### config.mk
export PLATFORM = sky130hd
export DESIGN_NAME = isrg_status_groups
export DESIGN_NICKNAME = d
export VERILOG_FILES = /design/src/rtl/isrg_pkg.sv /design/src/rtl/isrg_status_groups.sv
export SDC_FILE = /design/constraint.sdc
export NUM_CORES = 1
export LEC_CHECK = 0
export ABC_AREA = 1
export CORE_MARGIN = 5
export CORE_UTILIZATION = 40
export CTS_BUF_LIST = sky130_fd_sc_hd__clkbuf_16
export DETAILED_ROUTE_END_ITERATION = 10
export DONT_BUFFER_PORTS = 1
export GPL_ROUTABILITY_DRIVEN = 1
export PLACE_DENSITY = 0.56
export SLEW_MARGIN = 20
export SYNTH_ARGS = -nofsm -noshare
export SYNTH_HDL_FRONTEND = slang
export SYNTH_SLANG_ARGS = --single-unit
### constraint.sdc
create_clock -name i_clk -period 7 [get_ports i_clk]
set_input_delay 0.7 -clock i_clk [delete_from_list [all_inputs] [get_ports i_clk]]
set_output_delay 0.7 -clock i_clk [all_outputs]
set_load 0.01 [all_outputs]
### src/rtl/isrg_pkg.sv
package isrg_pkg;

    // ------------------------------------------------------------
    // Group selection and register selection codes
    // ------------------------------------------------------------
    localparam logic [0:0] GRP_HW_TWO = 1'h0;
    localparam logic [0:0] GRP_MEAS = 1'h1;

    localparam logic [2:0] REG_CONDITION = 3'h0;
    localparam logic [2:0] REG_RISE_FILTER = 3'h1;
    localparam logic [2:0] REG_FALL_FILTER = 3'h2;
    localparam logic [2:0] REG_EVENT_LATCH = 3'h3;
    localparam logic [2:0] REG_ENABLE_MASK = 3'h4;

    // ------------------------------------------------------------
    // Bit positions and reset values
    // ------------------------------------------------------------
    localparam int RESERVED_BIT = 15;
    localparam int STB_HW_TWO_BIT = 1;
    localparam int STB_MEAS_BIT = 7;
    localparam int STB_WIDTH = 8;
    localparam logic [15:0] HW_TWO_IMPL_MASK = 16'h5fff;
    localparam logic [15:0] MEAS_IMPL_MASK = 16'h0007;
    localparam logic [15:0] RISE_RESET = 16'h7fff;
    localparam logic [15:0] FALL_RESET = 16'h0000;
    localparam logic [15:0] ENABLE_RESET = 16'h0000;
    localparam logic [15:0] EVENT_RESET = 16'h0000;

    typedef struct packed {
        logic valid;
        logic write;
        logic [0:0] group;
        logic [2:0] sel;
        logic [15:0] wdata;
    } isrg_cmd_t;

    typedef struct packed {
        logic [15:0] cond;
        logic [15:0] rise;
        logic [15:0] fall;
        logic [15:0] event_latch;
        logic [15:0] enable;
    } isrg_group_t;

    typedef struct packed {
        isrg_group_t [1:0] grp;
        logic [15:0] rdata;
        logic rvalid;
    } isrg_state_t;

endpackage

### src/rtl/isrg_status_groups.sv
`timescale 1ns/1ps

// Overview of operation
// - Event register clears on its own read and on clear-status.
// - Second hardware group summary drives status byte bit one.
// - Measurement group summary path ends at status byte bit seven.
// - Measurement summary reaches status byte only if enabled in operation group.
// - Bit 15 reads zero in both groups.
// - Hw bit 14 pending DSP interval, bit 12 reference unlock, 13 unused.
// - Hw bit 11 held while ACP channel and resolution bandwidth conflict.
// - Hw bit 10 held while ACP bandwidth or offset too wide.
// - Hw bit 9 held while audio source one outside notch range.
// - Hw bit 8 held while audio source two voltage request too large.
// - Hw bit 7 held while FM deviation too large for RF frequency.
// - Hw bit 6 held while simultaneous AM and FM requested.
// - Hw bit 5 held on audio input autoranging error.
// - Hw bit 4 held on RF input level autoranging error.
// - Hw bit 3 held on RF input frequency autotuning error.
// - Hw bit 2 held while generator minus analyzer differs from offset.
// - Hw bit 1 held while generator amplitude too high for port.
// - Hw bit 0 held while analyzer reference level wrong for port.
// - Meas bits 2,1,0 gated power, open-loop, frame error tests running.
// - Rise and fall filters readable and writable per group.
// - Enable masks readable and writable, persisting until rewritten.
// - Condition query returns live bits and changes nothing.
module isrg_status_groups (
    input wire logic i_clk,
    input wire logic i_rst,
    input wire logic [15:0] i_hw_two_cond,
    input wire logic [2:0] i_measurement_running_condition,
    input wire logic i_clear_status,
    input wire logic i_meas_summary_enabled,
    input wire isrg_pkg::isrg_cmd_t i_cmd,
    output logic [15:0] o_rdata,
    output logic o_rvalid,
    output logic [isrg_pkg::STB_WIDTH-1:0] o_status_byte_bits,
    output logic o_meas_group_summary
);

    // ------------------------------------------------------------
    // Condition synchronisers
    // ------------------------------------------------------------
    // Conditions come from analog hardware, outside the clock domain
    logic [15:0] hw_meta_q;
    logic [15:0] hw_sync_q;
    logic [2:0] meas_meta_q;
    logic [2:0] meas_sync_q;
    logic [15:0] cond_live [2];

    always_ff @(posedge i_clk or posedge i_rst) begin
        if (i_rst) begin
            hw_meta_q <= 16'h0000;
            hw_sync_q <= 16'h0000;
            meas_meta_q <= 3'h0;
            meas_sync_q <= 3'h0;
        end else begin
            hw_meta_q <= i_hw_two_cond;
            hw_sync_q <= hw_meta_q;
            meas_meta_q <= i_measurement_running_condition;
            meas_sync_q <= meas_meta_q;
        end
    end

    // Hw bits 11 to 6 straight through
    // Hw bits 5 to 0 straight through
    assign cond_live[isrg_pkg::GRP_HW_TWO] = hw_sync_q & isrg_pkg::HW_TWO_IMPL_MASK;
    assign cond_live[isrg_pkg::GRP_MEAS] = {13'h0000, meas_sync_q} & isrg_pkg::MEAS_IMPL_MASK;

    // ------------------------------------------------------------
    // Group state
    // ------------------------------------------------------------
    isrg_pkg::isrg_state_t st_q;
    isrg_pkg::isrg_state_t st_d;
    logic [1:0] summary;

    always_comb begin
        logic [15:0] rise_edge;
        logic [15:0] fall_edge;
        logic [15:0] hits;
        logic hit_sel;
        rise_edge = 16'h0000;
        fall_edge = 16'h0000;
        hits = 16'h0000;
        hit_sel = 1'b0;
        st_d = st_q;
        st_d.rvalid = 1'b0;
        for (int g = 0; g < 2; g++) begin
            hit_sel = i_cmd.valid && (i_cmd.group == 1'(g));
            st_d.grp[g].cond = cond_live[g];
            rise_edge = cond_live[g] & ~st_q.grp[g].cond;
            fall_edge = ~cond_live[g] & st_q.grp[g].cond;
            hits = (rise_edge & st_q.grp[g].rise) | (fall_edge & st_q.grp[g].fall);
            if (i_clear_status || (hit_sel && !i_cmd.write
                    && i_cmd.sel == isrg_pkg::REG_EVENT_LATCH)) begin
                st_d.grp[g].event_latch = isrg_pkg::EVENT_RESET;
            end
            // New events win over a same-cycle clear
            st_d.grp[g].event_latch = (st_d.grp[g].event_latch | hits)
                & ~(16'h0001 << isrg_pkg::RESERVED_BIT);
            if (hit_sel && i_cmd.write) begin
                case (i_cmd.sel)
                    isrg_pkg::REG_RISE_FILTER: begin
                        st_d.grp[g].rise = i_cmd.wdata;
                    end
                    isrg_pkg::REG_FALL_FILTER: begin
                        st_d.grp[g].fall = i_cmd.wdata;
                    end
                    isrg_pkg::REG_ENABLE_MASK: begin
                        st_d.grp[g].enable = i_cmd.wdata;
                    end
                    default: begin
                    end
                endcase
            end
            if (hit_sel && !i_cmd.write) begin
                st_d.rvalid = 1'b1;
                case (i_cmd.sel)
                    isrg_pkg::REG_CONDITION: st_d.rdata = cond_live[g];
                    isrg_pkg::REG_RISE_FILTER: st_d.rdata = st_q.grp[g].rise;
                    isrg_pkg::REG_FALL_FILTER: st_d.rdata = st_q.grp[g].fall;
                    isrg_pkg::REG_EVENT_LATCH: st_d.rdata = st_q.grp[g].event_latch;
                    isrg_pkg::REG_ENABLE_MASK: st_d.rdata = st_q.grp[g].enable;
                    default: st_d.rdata = 16'h0000;
                endcase
                st_d.rdata[isrg_pkg::RESERVED_BIT] = 1'b0;
            end
        end
    end

    always_ff @(posedge i_clk or posedge i_rst) begin
        if (i_rst) begin
            for (int g = 0; g < 2; g++) begin
                st_q.grp[g].cond <= 16'h0000;
                st_q.grp[g].rise <= isrg_pkg::RISE_RESET;
                st_q.grp[g].fall <= isrg_pkg::FALL_RESET;
                st_q.grp[g].event_latch <= isrg_pkg::EVENT_RESET;
                st_q.grp[g].enable <= isrg_pkg::ENABLE_RESET;
            end
            st_q.rdata <= 16'h0000;
            st_q.rvalid <= 1'b0;
        end else begin
            st_q <= st_d;
        end
    end

    // ------------------------------------------------------------
    // Summary routing
    // ------------------------------------------------------------
    genvar gi;
    generate
        for (gi = 0; gi < 2; gi++) begin : g_sum
            assign summary[gi] = |(st_q.grp[gi].event_latch & st_q.grp[gi].enable);
        end
    endgenerate

    always_comb begin
        o_status_byte_bits = '0;
        o_status_byte_bits[isrg_pkg::STB_HW_TWO_BIT] = summary[isrg_pkg::GRP_HW_TWO];
        // Through operation group enable to bit seven
        o_status_byte_bits[isrg_pkg::STB_MEAS_BIT] =
            summary[isrg_pkg::GRP_MEAS] & i_meas_summary_enabled;
    end

    assign o_meas_group_summary = summary[isrg_pkg::GRP_MEAS];
    assign o_rdata = st_q.rdata;
    assign o_rvalid = st_q.rvalid;

    // ------------------------------------------------------------
    // Checks
    // ------------------------------------------------------------
    AST_EVENT_CLEARED: assert property (@(posedge i_clk) disable iff (i_rst)
        i_clear_status |=> ((st_q.grp[0].event_latch
            & ~$past(cond_live[0] ^ st_q.grp[0].cond)) == 16'h0000))
        else $error("event latch not cleared");
    AST_HW_STB_BIT: assert property (@(posedge i_clk) disable iff (i_rst)
        o_status_byte_bits[1] == |(st_q.grp[0].event_latch & st_q.grp[0].enable))
        else $error("hw summary not on bit one");
    AST_MEAS_STB_BIT: assert property (@(posedge i_clk) disable iff (i_rst)
        o_status_byte_bits[7] |-> o_meas_group_summary)
        else $error("bit seven without meas summary");
    AST_MEAS_GATED: assert property (@(posedge i_clk) disable iff (i_rst)
        !i_meas_summary_enabled |-> !o_status_byte_bits[7])
        else $error("meas summary leaked");
    AST_BIT15_ZERO: assert property (@(posedge i_clk) disable iff (i_rst)
        o_rvalid |-> !o_rdata[15])
        else $error("bit 15 read nonzero");
    AST_COND_LATENCY: assert property (@(posedge i_clk) disable iff (i_rst)
        ##3 (cond_live[0][11] == $past(i_hw_two_cond[11], 2)))
        else $error("condition bit 11 not tracking");
    AST_COND_READ: assert property (@(posedge i_clk) disable iff (i_rst)
        (i_cmd.valid && !i_cmd.write && i_cmd.sel == 3'h0 && i_cmd.group == 1'b0)
        |=> o_rvalid && o_rdata == $past(cond_live[0]))
        else $error("condition read wrong");
    AST_RISE_LATCH: assert property (@(posedge i_clk) disable iff (i_rst)
        (cond_live[1][0] && !st_q.grp[1].cond[0] && st_q.grp[1].rise[0])
        |=> st_q.grp[1].event_latch[0])
        else $error("rising event lost");
    AST_ENABLE_WRITE: assert property (@(posedge i_clk) disable iff (i_rst)
        (i_cmd.valid && i_cmd.write && i_cmd.sel == 3'h4 && i_cmd.group == 1'b0)
        |=> st_q.grp[0].enable == $past(i_cmd.wdata))
        else $error("enable write lost");

    // ------------------------------------------------------------
    // Checks on event clearing
    // ------------------------------------------------------------
    // Only bits with an edge in the clearing cycle may survive
    AST_MEAS_CLEARED: assert property (@(posedge i_clk) disable iff (i_rst)
        i_clear_status |=> ((st_q.grp[1].event_latch
            & ~$past(cond_live[1] ^ st_q.grp[1].cond)) == 16'h0000))
        else $error("meas event latch not cleared");
    AST_HW_READ_CLEAR: assert property (@(posedge i_clk) disable iff (i_rst)
        (i_cmd.valid && !i_cmd.write && i_cmd.group == 1'b0 && i_cmd.sel == 3'h3)
        |=> ((st_q.grp[0].event_latch
            & ~$past(cond_live[0] ^ st_q.grp[0].cond)) == 16'h0000))
        else $error("hw event latch kept after read");
    AST_MEAS_READ_CLEAR: assert property (@(posedge i_clk) disable iff (i_rst)
        (i_cmd.valid && !i_cmd.write && i_cmd.group == 1'b1 && i_cmd.sel == 3'h3)
        |=> ((st_q.grp[1].event_latch
            & ~$past(cond_live[1] ^ st_q.grp[1].cond)) == 16'h0000))
        else $error("meas event latch kept after read");
    AST_EVENT_KEEP: assert property (@(posedge i_clk) disable iff (i_rst)
        (!i_clear_status && !(i_cmd.valid && !i_cmd.write && i_cmd.sel == 3'h3))
        |=> ((st_q.grp[0].event_latch & $past(st_q.grp[0].event_latch))
            == $past(st_q.grp[0].event_latch)))
        else $error("hw event lost without clear");
    AST_MEAS_EVENT_KEEP: assert property (@(posedge i_clk) disable iff (i_rst)
        (!i_clear_status && !(i_cmd.valid && !i_cmd.write && i_cmd.sel == 3'h3))
        |=> ((st_q.grp[1].event_latch & $past(st_q.grp[1].event_latch))
            == $past(st_q.grp[1].event_latch)))
        else $error("meas event lost without clear");

    // ------------------------------------------------------------
    // Checks on status byte routing
    // ------------------------------------------------------------
    AST_STB_UNUSED_ZERO: assert property (@(posedge i_clk) disable iff (i_rst)
        (o_status_byte_bits & 8'h7d) == 8'h00)
        else $error("unused status byte bit set");
    AST_MEAS_STB_SET: assert property (@(posedge i_clk) disable iff (i_rst)
        (o_meas_group_summary && i_meas_summary_enabled) |-> o_status_byte_bits[7])
        else $error("enabled meas summary missing on bit seven");
    AST_MEAS_SUMMARY: assert property (@(posedge i_clk) disable iff (i_rst)
        o_meas_group_summary == ((st_q.grp[1].event_latch & st_q.grp[1].enable) != 16'h0000))
        else $error("meas summary wrong");

    // ------------------------------------------------------------
    // Checks on condition bits
    // ------------------------------------------------------------
    AST_HW_RESERVED_LOW: assert property (@(posedge i_clk) disable iff (i_rst)
        !cond_live[0][15] && !st_q.grp[0].event_latch[15])
        else $error("hw bit 15 set");
    AST_MEAS_RESERVED_LOW: assert property (@(posedge i_clk) disable iff (i_rst)
        !cond_live[1][15] && !st_q.grp[1].event_latch[15])
        else $error("meas bit 15 set");
    AST_HW_BIT13_UNUSED: assert property (@(posedge i_clk) disable iff (i_rst)
        !cond_live[0][13] && !st_q.grp[0].event_latch[13])
        else $error("hw bit 13 set");
    AST_COND_BIT14: assert property (@(posedge i_clk) disable iff (i_rst)
        ##3 (cond_live[0][14] == $past(i_hw_two_cond[14], 2)))
        else $error("condition bit 14 not tracking");
    AST_COND_BIT12: assert property (@(posedge i_clk) disable iff (i_rst)
        ##3 (cond_live[0][12] == $past(i_hw_two_cond[12], 2)))
        else $error("condition bit 12 not tracking");
    AST_COND_BIT10: assert property (@(posedge i_clk) disable iff (i_rst)
        ##3 (cond_live[0][10] == $past(i_hw_two_cond[10], 2)))
        else $error("condition bit 10 not tracking");
    AST_COND_BIT9: assert property (@(posedge i_clk) disable iff (i_rst)
        ##3 (cond_live[0][9] == $past(i_hw_two_cond[9], 2)))
        else $error("condition bit 9 not tracking");
    AST_COND_BIT8: assert property (@(posedge i_clk) disable iff (i_rst)
        ##3 (cond_live[0][8] == $past(i_hw_two_cond[8], 2)))
        else $error("condition bit 8 not tracking");
    AST_COND_BIT7: assert property (@(posedge i_clk) disable iff (i_rst)
        ##3 (cond_live[0][7] == $past(i_hw_two_cond[7], 2)))
        else $error("condition bit 7 not tracking");
    AST_COND_BIT6: assert property (@(posedge i_clk) disable iff (i_rst)
        ##3 (cond_live[0][6] == $past(i_hw_two_cond[6], 2)))
        else $error("condition bit 6 not tracking");
    AST_COND_BIT5: assert property (@(posedge i_clk) disable iff (i_rst)
        ##3 (cond_live[0][5] == $past(i_hw_two_cond[5], 2)))
        else $error("condition bit 5 not tracking");
    AST_COND_BIT4: assert property (@(posedge i_clk) disable iff (i_rst)
        ##3 (cond_live[0][4] == $past(i_hw_two_cond[4], 2)))
        else $error("condition bit 4 not tracking");
    AST_COND_BIT3: assert property (@(posedge i_clk) disable iff (i_rst)
        ##3 (cond_live[0][3] == $past(i_hw_two_cond[3], 2)))
        else $error("condition bit 3 not tracking");
    AST_COND_BIT2: assert property (@(posedge i_clk) disable iff (i_rst)
        ##3 (cond_live[0][2] == $past(i_hw_two_cond[2], 2)))
        else $error("condition bit 2 not tracking");
    AST_COND_BIT1: assert property (@(posedge i_clk) disable iff (i_rst)
        ##3 (cond_live[0][1] == $past(i_hw_two_cond[1], 2)))
        else $error("condition bit 1 not tracking");
    AST_COND_BIT0: assert property (@(posedge i_clk) disable iff (i_rst)
        ##3 (cond_live[0][0] == $past(i_hw_two_cond[0], 2)))
        else $error("condition bit 0 not tracking");
    AST_MEASUREMENT_RUNNING_CONDITION_TRACK: assert property (@(posedge i_clk) disable iff (i_rst)
        ##3 (cond_live[1][2:0] == $past(i_measurement_running_condition, 2)))
        else $error("meas condition not tracking");
    AST_MEAS_UNUSED: assert property (@(posedge i_clk) disable iff (i_rst)
        cond_live[1][15:3] == 13'h0000)
        else $error("unused meas condition set");

    // ------------------------------------------------------------
    // Checks on edges and register access
    // ------------------------------------------------------------
    AST_FALL_LATCH: assert property (@(posedge i_clk) disable iff (i_rst)
        (!cond_live[0][14] && st_q.grp[0].cond[14] && st_q.grp[0].fall[14])
        |=> st_q.grp[0].event_latch[14])
        else $error("falling event lost");
    AST_HW_RISE_LATCH: assert property (@(posedge i_clk) disable iff (i_rst)
        (cond_live[0][0] && !st_q.grp[0].cond[0] && st_q.grp[0].rise[0])
        |=> st_q.grp[0].event_latch[0])
        else $error("hw rising event lost");
    AST_MEAS_FALL_LATCH: assert property (@(posedge i_clk) disable iff (i_rst)
        (!cond_live[1][2] && st_q.grp[1].cond[2] && st_q.grp[1].fall[2])
        |=> st_q.grp[1].event_latch[2])
        else $error("meas falling event lost");
    AST_NO_SPURIOUS_EVENT: assert property (@(posedge i_clk) disable iff (i_rst)
        (st_q.grp[0].event_latch & ~$past(st_q.grp[0].event_latch)
            & ~$past(cond_live[0] ^ st_q.grp[0].cond)) == 16'h0000)
        else $error("event bit set without edge");
    AST_HW_RISE_WRITE: assert property (@(posedge i_clk) disable iff (i_rst)
        (i_cmd.valid && i_cmd.write && i_cmd.sel == 3'h1 && i_cmd.group == 1'b0)
        |=> st_q.grp[0].rise == $past(i_cmd.wdata))
        else $error("hw rise filter write lost");
    AST_MEAS_FALL_WRITE: assert property (@(posedge i_clk) disable iff (i_rst)
        (i_cmd.valid && i_cmd.write && i_cmd.sel == 3'h2 && i_cmd.group == 1'b1)
        |=> st_q.grp[1].fall == $past(i_cmd.wdata))
        else $error("meas fall filter write lost");
    AST_REFUSED_WRITE: assert property (@(posedge i_clk) disable iff (i_rst)
        (i_cmd.valid && i_cmd.write && i_cmd.sel > 3'h4)
        |=> $stable(st_q.grp[0].rise) && $stable(st_q.grp[0].fall)
            && $stable(st_q.grp[0].enable))
        else $error("refused write changed a setting");
    AST_ENABLE_HOLD: assert property (@(posedge i_clk) disable iff (i_rst)
        !(i_cmd.valid && i_cmd.write && i_cmd.group == 1'b0 && i_cmd.sel == 3'h4)
        |=> $stable(st_q.grp[0].enable))
        else $error("enable changed without write");
    AST_READ_ANSWER: assert property (@(posedge i_clk) disable iff (i_rst)
        (i_cmd.valid && !i_cmd.write) |=> o_rvalid)
        else $error("read not answered");
    AST_NO_STRAY_ANSWER: assert property (@(posedge i_clk) disable iff (i_rst)
        !(i_cmd.valid && !i_cmd.write) |=> !o_rvalid)
        else $error("answer without read");
    AST_RDATA_HOLD: assert property (@(posedge i_clk) disable iff (i_rst)
        !(i_cmd.valid && !i_cmd.write) |=> $stable(o_rdata))
        else $error("read data changed without read");
    AST_READ_NO_SIDE: assert property (@(posedge i_clk) disable iff (i_rst)
        (i_cmd.valid && !i_cmd.write)
        |=> $stable(st_q.grp[0].rise) && $stable(st_q.grp[0].fall)
            && $stable(st_q.grp[0].enable) && $stable(st_q.grp[1].rise))
        else $error("read changed a setting");
    AST_COND_READ_KEEP: assert property (@(posedge i_clk) disable iff (i_rst)
        (i_cmd.valid && !i_cmd.write && i_cmd.sel == 3'h0 && !i_clear_status)
        |=> ((st_q.grp[0].event_latch & $past(st_q.grp[0].event_latch))
            == $past(st_q.grp[0].event_latch)))
        else $error("condition read cleared events");

endmodule

# Word-level counts from Yosys, hierarchy flattened
# Cells that the tools add are included.
# word_totals
elab_cells,67
register_bits,192
inputBits,45
# classes
n_eq_ne,4
mux,6
bitwise_logic,20
n_reduce_logical,21
# ops
operator,n
15-bit case mux with 5 select lines,2
15-bit bitwise AND,6
15-bit bitwise OR,4
17-bit 2-to-1 mux,2
15-bit by 16-bit bitwise AND with 16-bit output,2
16-bit OR reduction,2
15-bit 2-to-1 mux,2
15-bit inverter,2
3-bit inverter with 15-bit output,2
15-bit by 3-bit bitwise AND with 15-bit output,1
3-bit by 15-bit bitwise AND with 15-bit output,1
2-bit AND reduction,6
1-bit logical AND,8
3-bit by 2-bit == test with 1-bit output (second input constant),2
3-bit by 1-bit == test with 1-bit output (second input constant),1
3-bit == test (second input constant),1
3-bit zero test,1
1-bit logical OR,2
2-bit nonzero test,1
1-bit bitwise AND,1
1-bit zero test,1
1-bit inverter,1

# Logic depth before layout (Yosys ltp)
# depth
depth_word,7
ltp_mapped,9

# Worst setup path before layout
# OpenSTA, ideal clock, no wires.
# synth_timing
path_type,input -> register
startpoint,input port i_cmd[18] (netlist name)
endpoint,register st_q[43] (netlist name)
t_arrival_ps,1568
setup_slack_ps,5301
required_time_ps,6870
path_buffers,2
cell_stages,6
path_cell_list,inv_1 buf_2 nand3_4 o31ai_4 buf_4 o21ai_0
# synth_rtl
element,line_no,text
"start, declared",isrg_status_groups.sv:33,"input wire isrg_pkg::isrg_cmd_t i_cmd,"
"end signal, assigned",isrg_status_groups.sv:142,st_q <= st_d;
"end, declared",isrg_status_groups.sv:72,isrg_pkg::isrg_state_t st_q;

==> results.json <==
{
  "status": "complete, no violations",
  "overflow": 0,
  "cts_root_buf": "clkbuf_16",
  "dp_hpwl_um": 12100,
  "core_um2": 19500,
  "die_h_um": 151,
  "ys.warnings.count": 0,
  "ys_seq_area_share_pct": 55.5,
  "antenna_found_initial": 0,
  "first_pass_iters": 5,
  "insertion_delay_ns": 0.43,
  "crit_path_start_kind": "input port",
  "antenna_left": 0,
  "cts_tree": "yes",
  "drive_gt1_share_pct": 12.5,
  "p_per_area_nw_per_um2": 298,
  "crit-reg2reg-launch": "st_q[68]",
  "max_freq_ghz": 0.402,
  "holdCritPathClass": "in -> async",
  "final_cells": 1131,
  "max_cap_violations": 0,
  "fin_crit_ns": 2.49,
  "grt_pass1_vias": 5590,
  "yosysUniqueCellTypes": 32,
  "cp.arrival_ns": 2.75,
  "ios": 71,
  "routabilityCongestion": 0.766,
  "total_power_mw": 2.49,
  "synthArstFlopShare_pct": 100,
  "hold_buffers": 0,
  "drc": 0,
  "setup_ws_ns": 4.51,
  "syn-mean-instance-area_um2": 8.84,
  "cp_max_fo": 38,
  "post-cts-setup-buffer-count": 0,
  "hold_viol": 0,
  "vdd_ir_drop_max_uv": 160,
  "synth_edf_count": 0,
  "num_antenna_cells": 0,
  "grt_max_degree": 99,
  "die_area_um2": 22700,
  "wl_per_cell_um": 17.6,
  "pre_cts_ws_ns": 3.80,
  "skew_ns": 0.00774,
  "path_class": "in -> reg",
  "finalSetupViolCount": 0,
  "final_max_slew_viol_count": 0,
  "die_w_um": 151,
  "tightest_slew_ns": 0.961,
  "synth_area_leaders": "dfrtp_1 46%, nand2_1 11%, dfstp_2 10%",
  "routed_via_density": 5.10,
  "required_ns": 7.26,
  "leakage_nw": 3.95,
  "portBuffers": 0,
  "vias": 5764,
  "crit_start": "i_cmd[18]",
  "rows": 51,
  "clock_sinks": 174,
  "syn_area_um2": 7910,
  "fin_hold_ws_ns": 0.288,
  "start_util_pct": 40.6,
  "clk_pin_slew_ns": 0.07,
  "synth_top_area_share_pct": 45.6,
  "ff2ff_path_depth": 6,
  "endpoint": "st_q[38]",
  "fin_crit_sh_pct": 35.5,
  "r2r-end": "o_rdata[3]",
  "fin_area_um2": 8350,
  "synth_top_area_cell": "dfrtp_1",
  "netlist_instances": 894,
  "dp.cells": 1100,
  "fin_util_pct": 42.9,
  "cts_buffers": 17,
  "grt_pass1_wl_um": 32000,
  "nNetsFinal": 899,
  "end_kind": "flip-flop",
  "area_growth_pct": 5.67,
  "cts_resized": 0,
  "h-tree-depth": 4,
  "rsz0062_at_grt": "false",
  "relSlewSlack_pct": 35.9,
  "routed_wl_um": 19900,
  "finalSetupTns_ns": 0,
  "r2r_slack_ns": 5.80,
  "ys_ff_latch": 174,
  "clk_path_buf_depth": 2,
  "grt_usage_pct": 18.5,
  "dpl_cell_area_um2": 7770,
  "synth_flop_cell": "dfrtp_1",
  "drtIter0Drc": 380
}
-- cell families (layout without fill, tap and decap cells) --
family	after synthesis	in the layout	share of synthesized area [%]
buffers and inverters	151	117	10.5
AND/OR/NAND/NOR	411	411	22.6
AO/OA/AOI/OAI	157	157	11.3
flip-flops	174	174	55.5
other	1	7	0.0474
-- routing by layer --
metal	wire length (um)	global-route usage, %	vias to the layer above
li1	-	-	2786
met4	116	3.40	0
met2	9240	29.6	154
met5	0	0	-
met1	9250	26.0	2813
met3	1310	4.70	11
-- critical path: stages --
cell and delay [ns]:
inv_2 0.65, nand3_4 0.41, o31ai_4 0.77, o21ai_0 0.20
-- cell usage in the layout (no fill, tap or decap), types with 3 or more instances in the layout --
| master | instances |
|---|---|
| nand2_1 | 223 |
| dfrtp_1 | 144 |
| inv_1 | 79 |
| nand3_1 | 77 |
| o21ai_1 | 74 |
| nor2_1 | 70 |
| o21ai_0 | 42 |
| dfstp_2 | 30 |
| o21ai_2 | 20 |
| nand4_1 | 20 |
| clkbuf_16 | 17 |
| a21oi_1 | 12 |
| nand2_2 | 7 |
| conb_1 | 7 |
| clkinv_2 | 6 |
| inv_2 | 5 |
| a31oi_1 | 4 |
| nor2_2 | 3 |
| bufinv_16 | 3 |
| buf_4 | 3 |
-- sequential cells by signal, summed over array words and instances (netlist names) --
name         count
hw_meta_q       14
meas_meta_q      3
o_rvalid         1
hw_sync_q       14
o_rdata         15
st_q           124
meas_sync_q      3
-- cell usage after synthesis, types with 2 or more instances --
| cell type | n |
|---|---|
| inv_2 | 4 |
| nor3_1 | 2 |
| nor2_2 | 3 |
| dfstp_2 | 30 |
| nor2_1 | 70 |
| nand3_1 | 77 |
| a31oi_1 | 4 |
| o21ai_0 | 42 |
| nor3_2 | 2 |
| buf_2 | 18 |
| buf_4 | 28 |
| nand4_1 | 20 |
| a221oi_1 | 2 |
| buf_6 | 16 |
| nand3_2 | 2 |
| a21oi_1 | 12 |
| nor2_4 | 2 |
| buf_1 | 2 |
| clkbuf_1 | 3 |
| o21ai_2 | 20 |
| nand3_4 | 2 |
| dfrtp_1 | 144 |
| o21ai_1 | 74 |
| nand2_1 | 226 |
| nand2_2 | 4 |
| inv_1 | 79 |
-- area by class of cell --
class / count / area, um2
Fill cell: 1948 / 11100
Sequential cell: 174 / 4390
Multi-Input combinational cell: 575 / 2710
Clock buffer: 17 / 425
Tap cell: 265 / 332
Inverter: 83 / 317
Clock inverter: 14 / 153
Timing Repair Buffer: 3 / 22.5
-- how the worst min path moves through the flow --
stage                                       start             end  slack, ns  cells after the start
6_report                                    i_rst  meas_meta_q[2]       0.29                      1
5_1_grt        i_measurement_running_condition[2]  meas_meta_q[2]       0.27                      0
4_1_cts                          i_hw_two_cond[7]    hw_meta_q[7]       0.27                      0
3_5_place_dp                        hw_meta_q[12]   hw_sync_q[12]       0.33                      0
3_3_place_gp                         hw_meta_q[0]    hw_sync_q[0]       0.33                      0
2_1_floorplan                        hw_meta_q[0]    hw_sync_q[0]       0.33                      0
-- where the power goes --
group	switching, mW	internal, mW
clock	0.400	0.554
sequential	0.0940	1.17
combinational	0.176	0.0989
total	0.669	1.82
(Power assumes the default switching activity.)
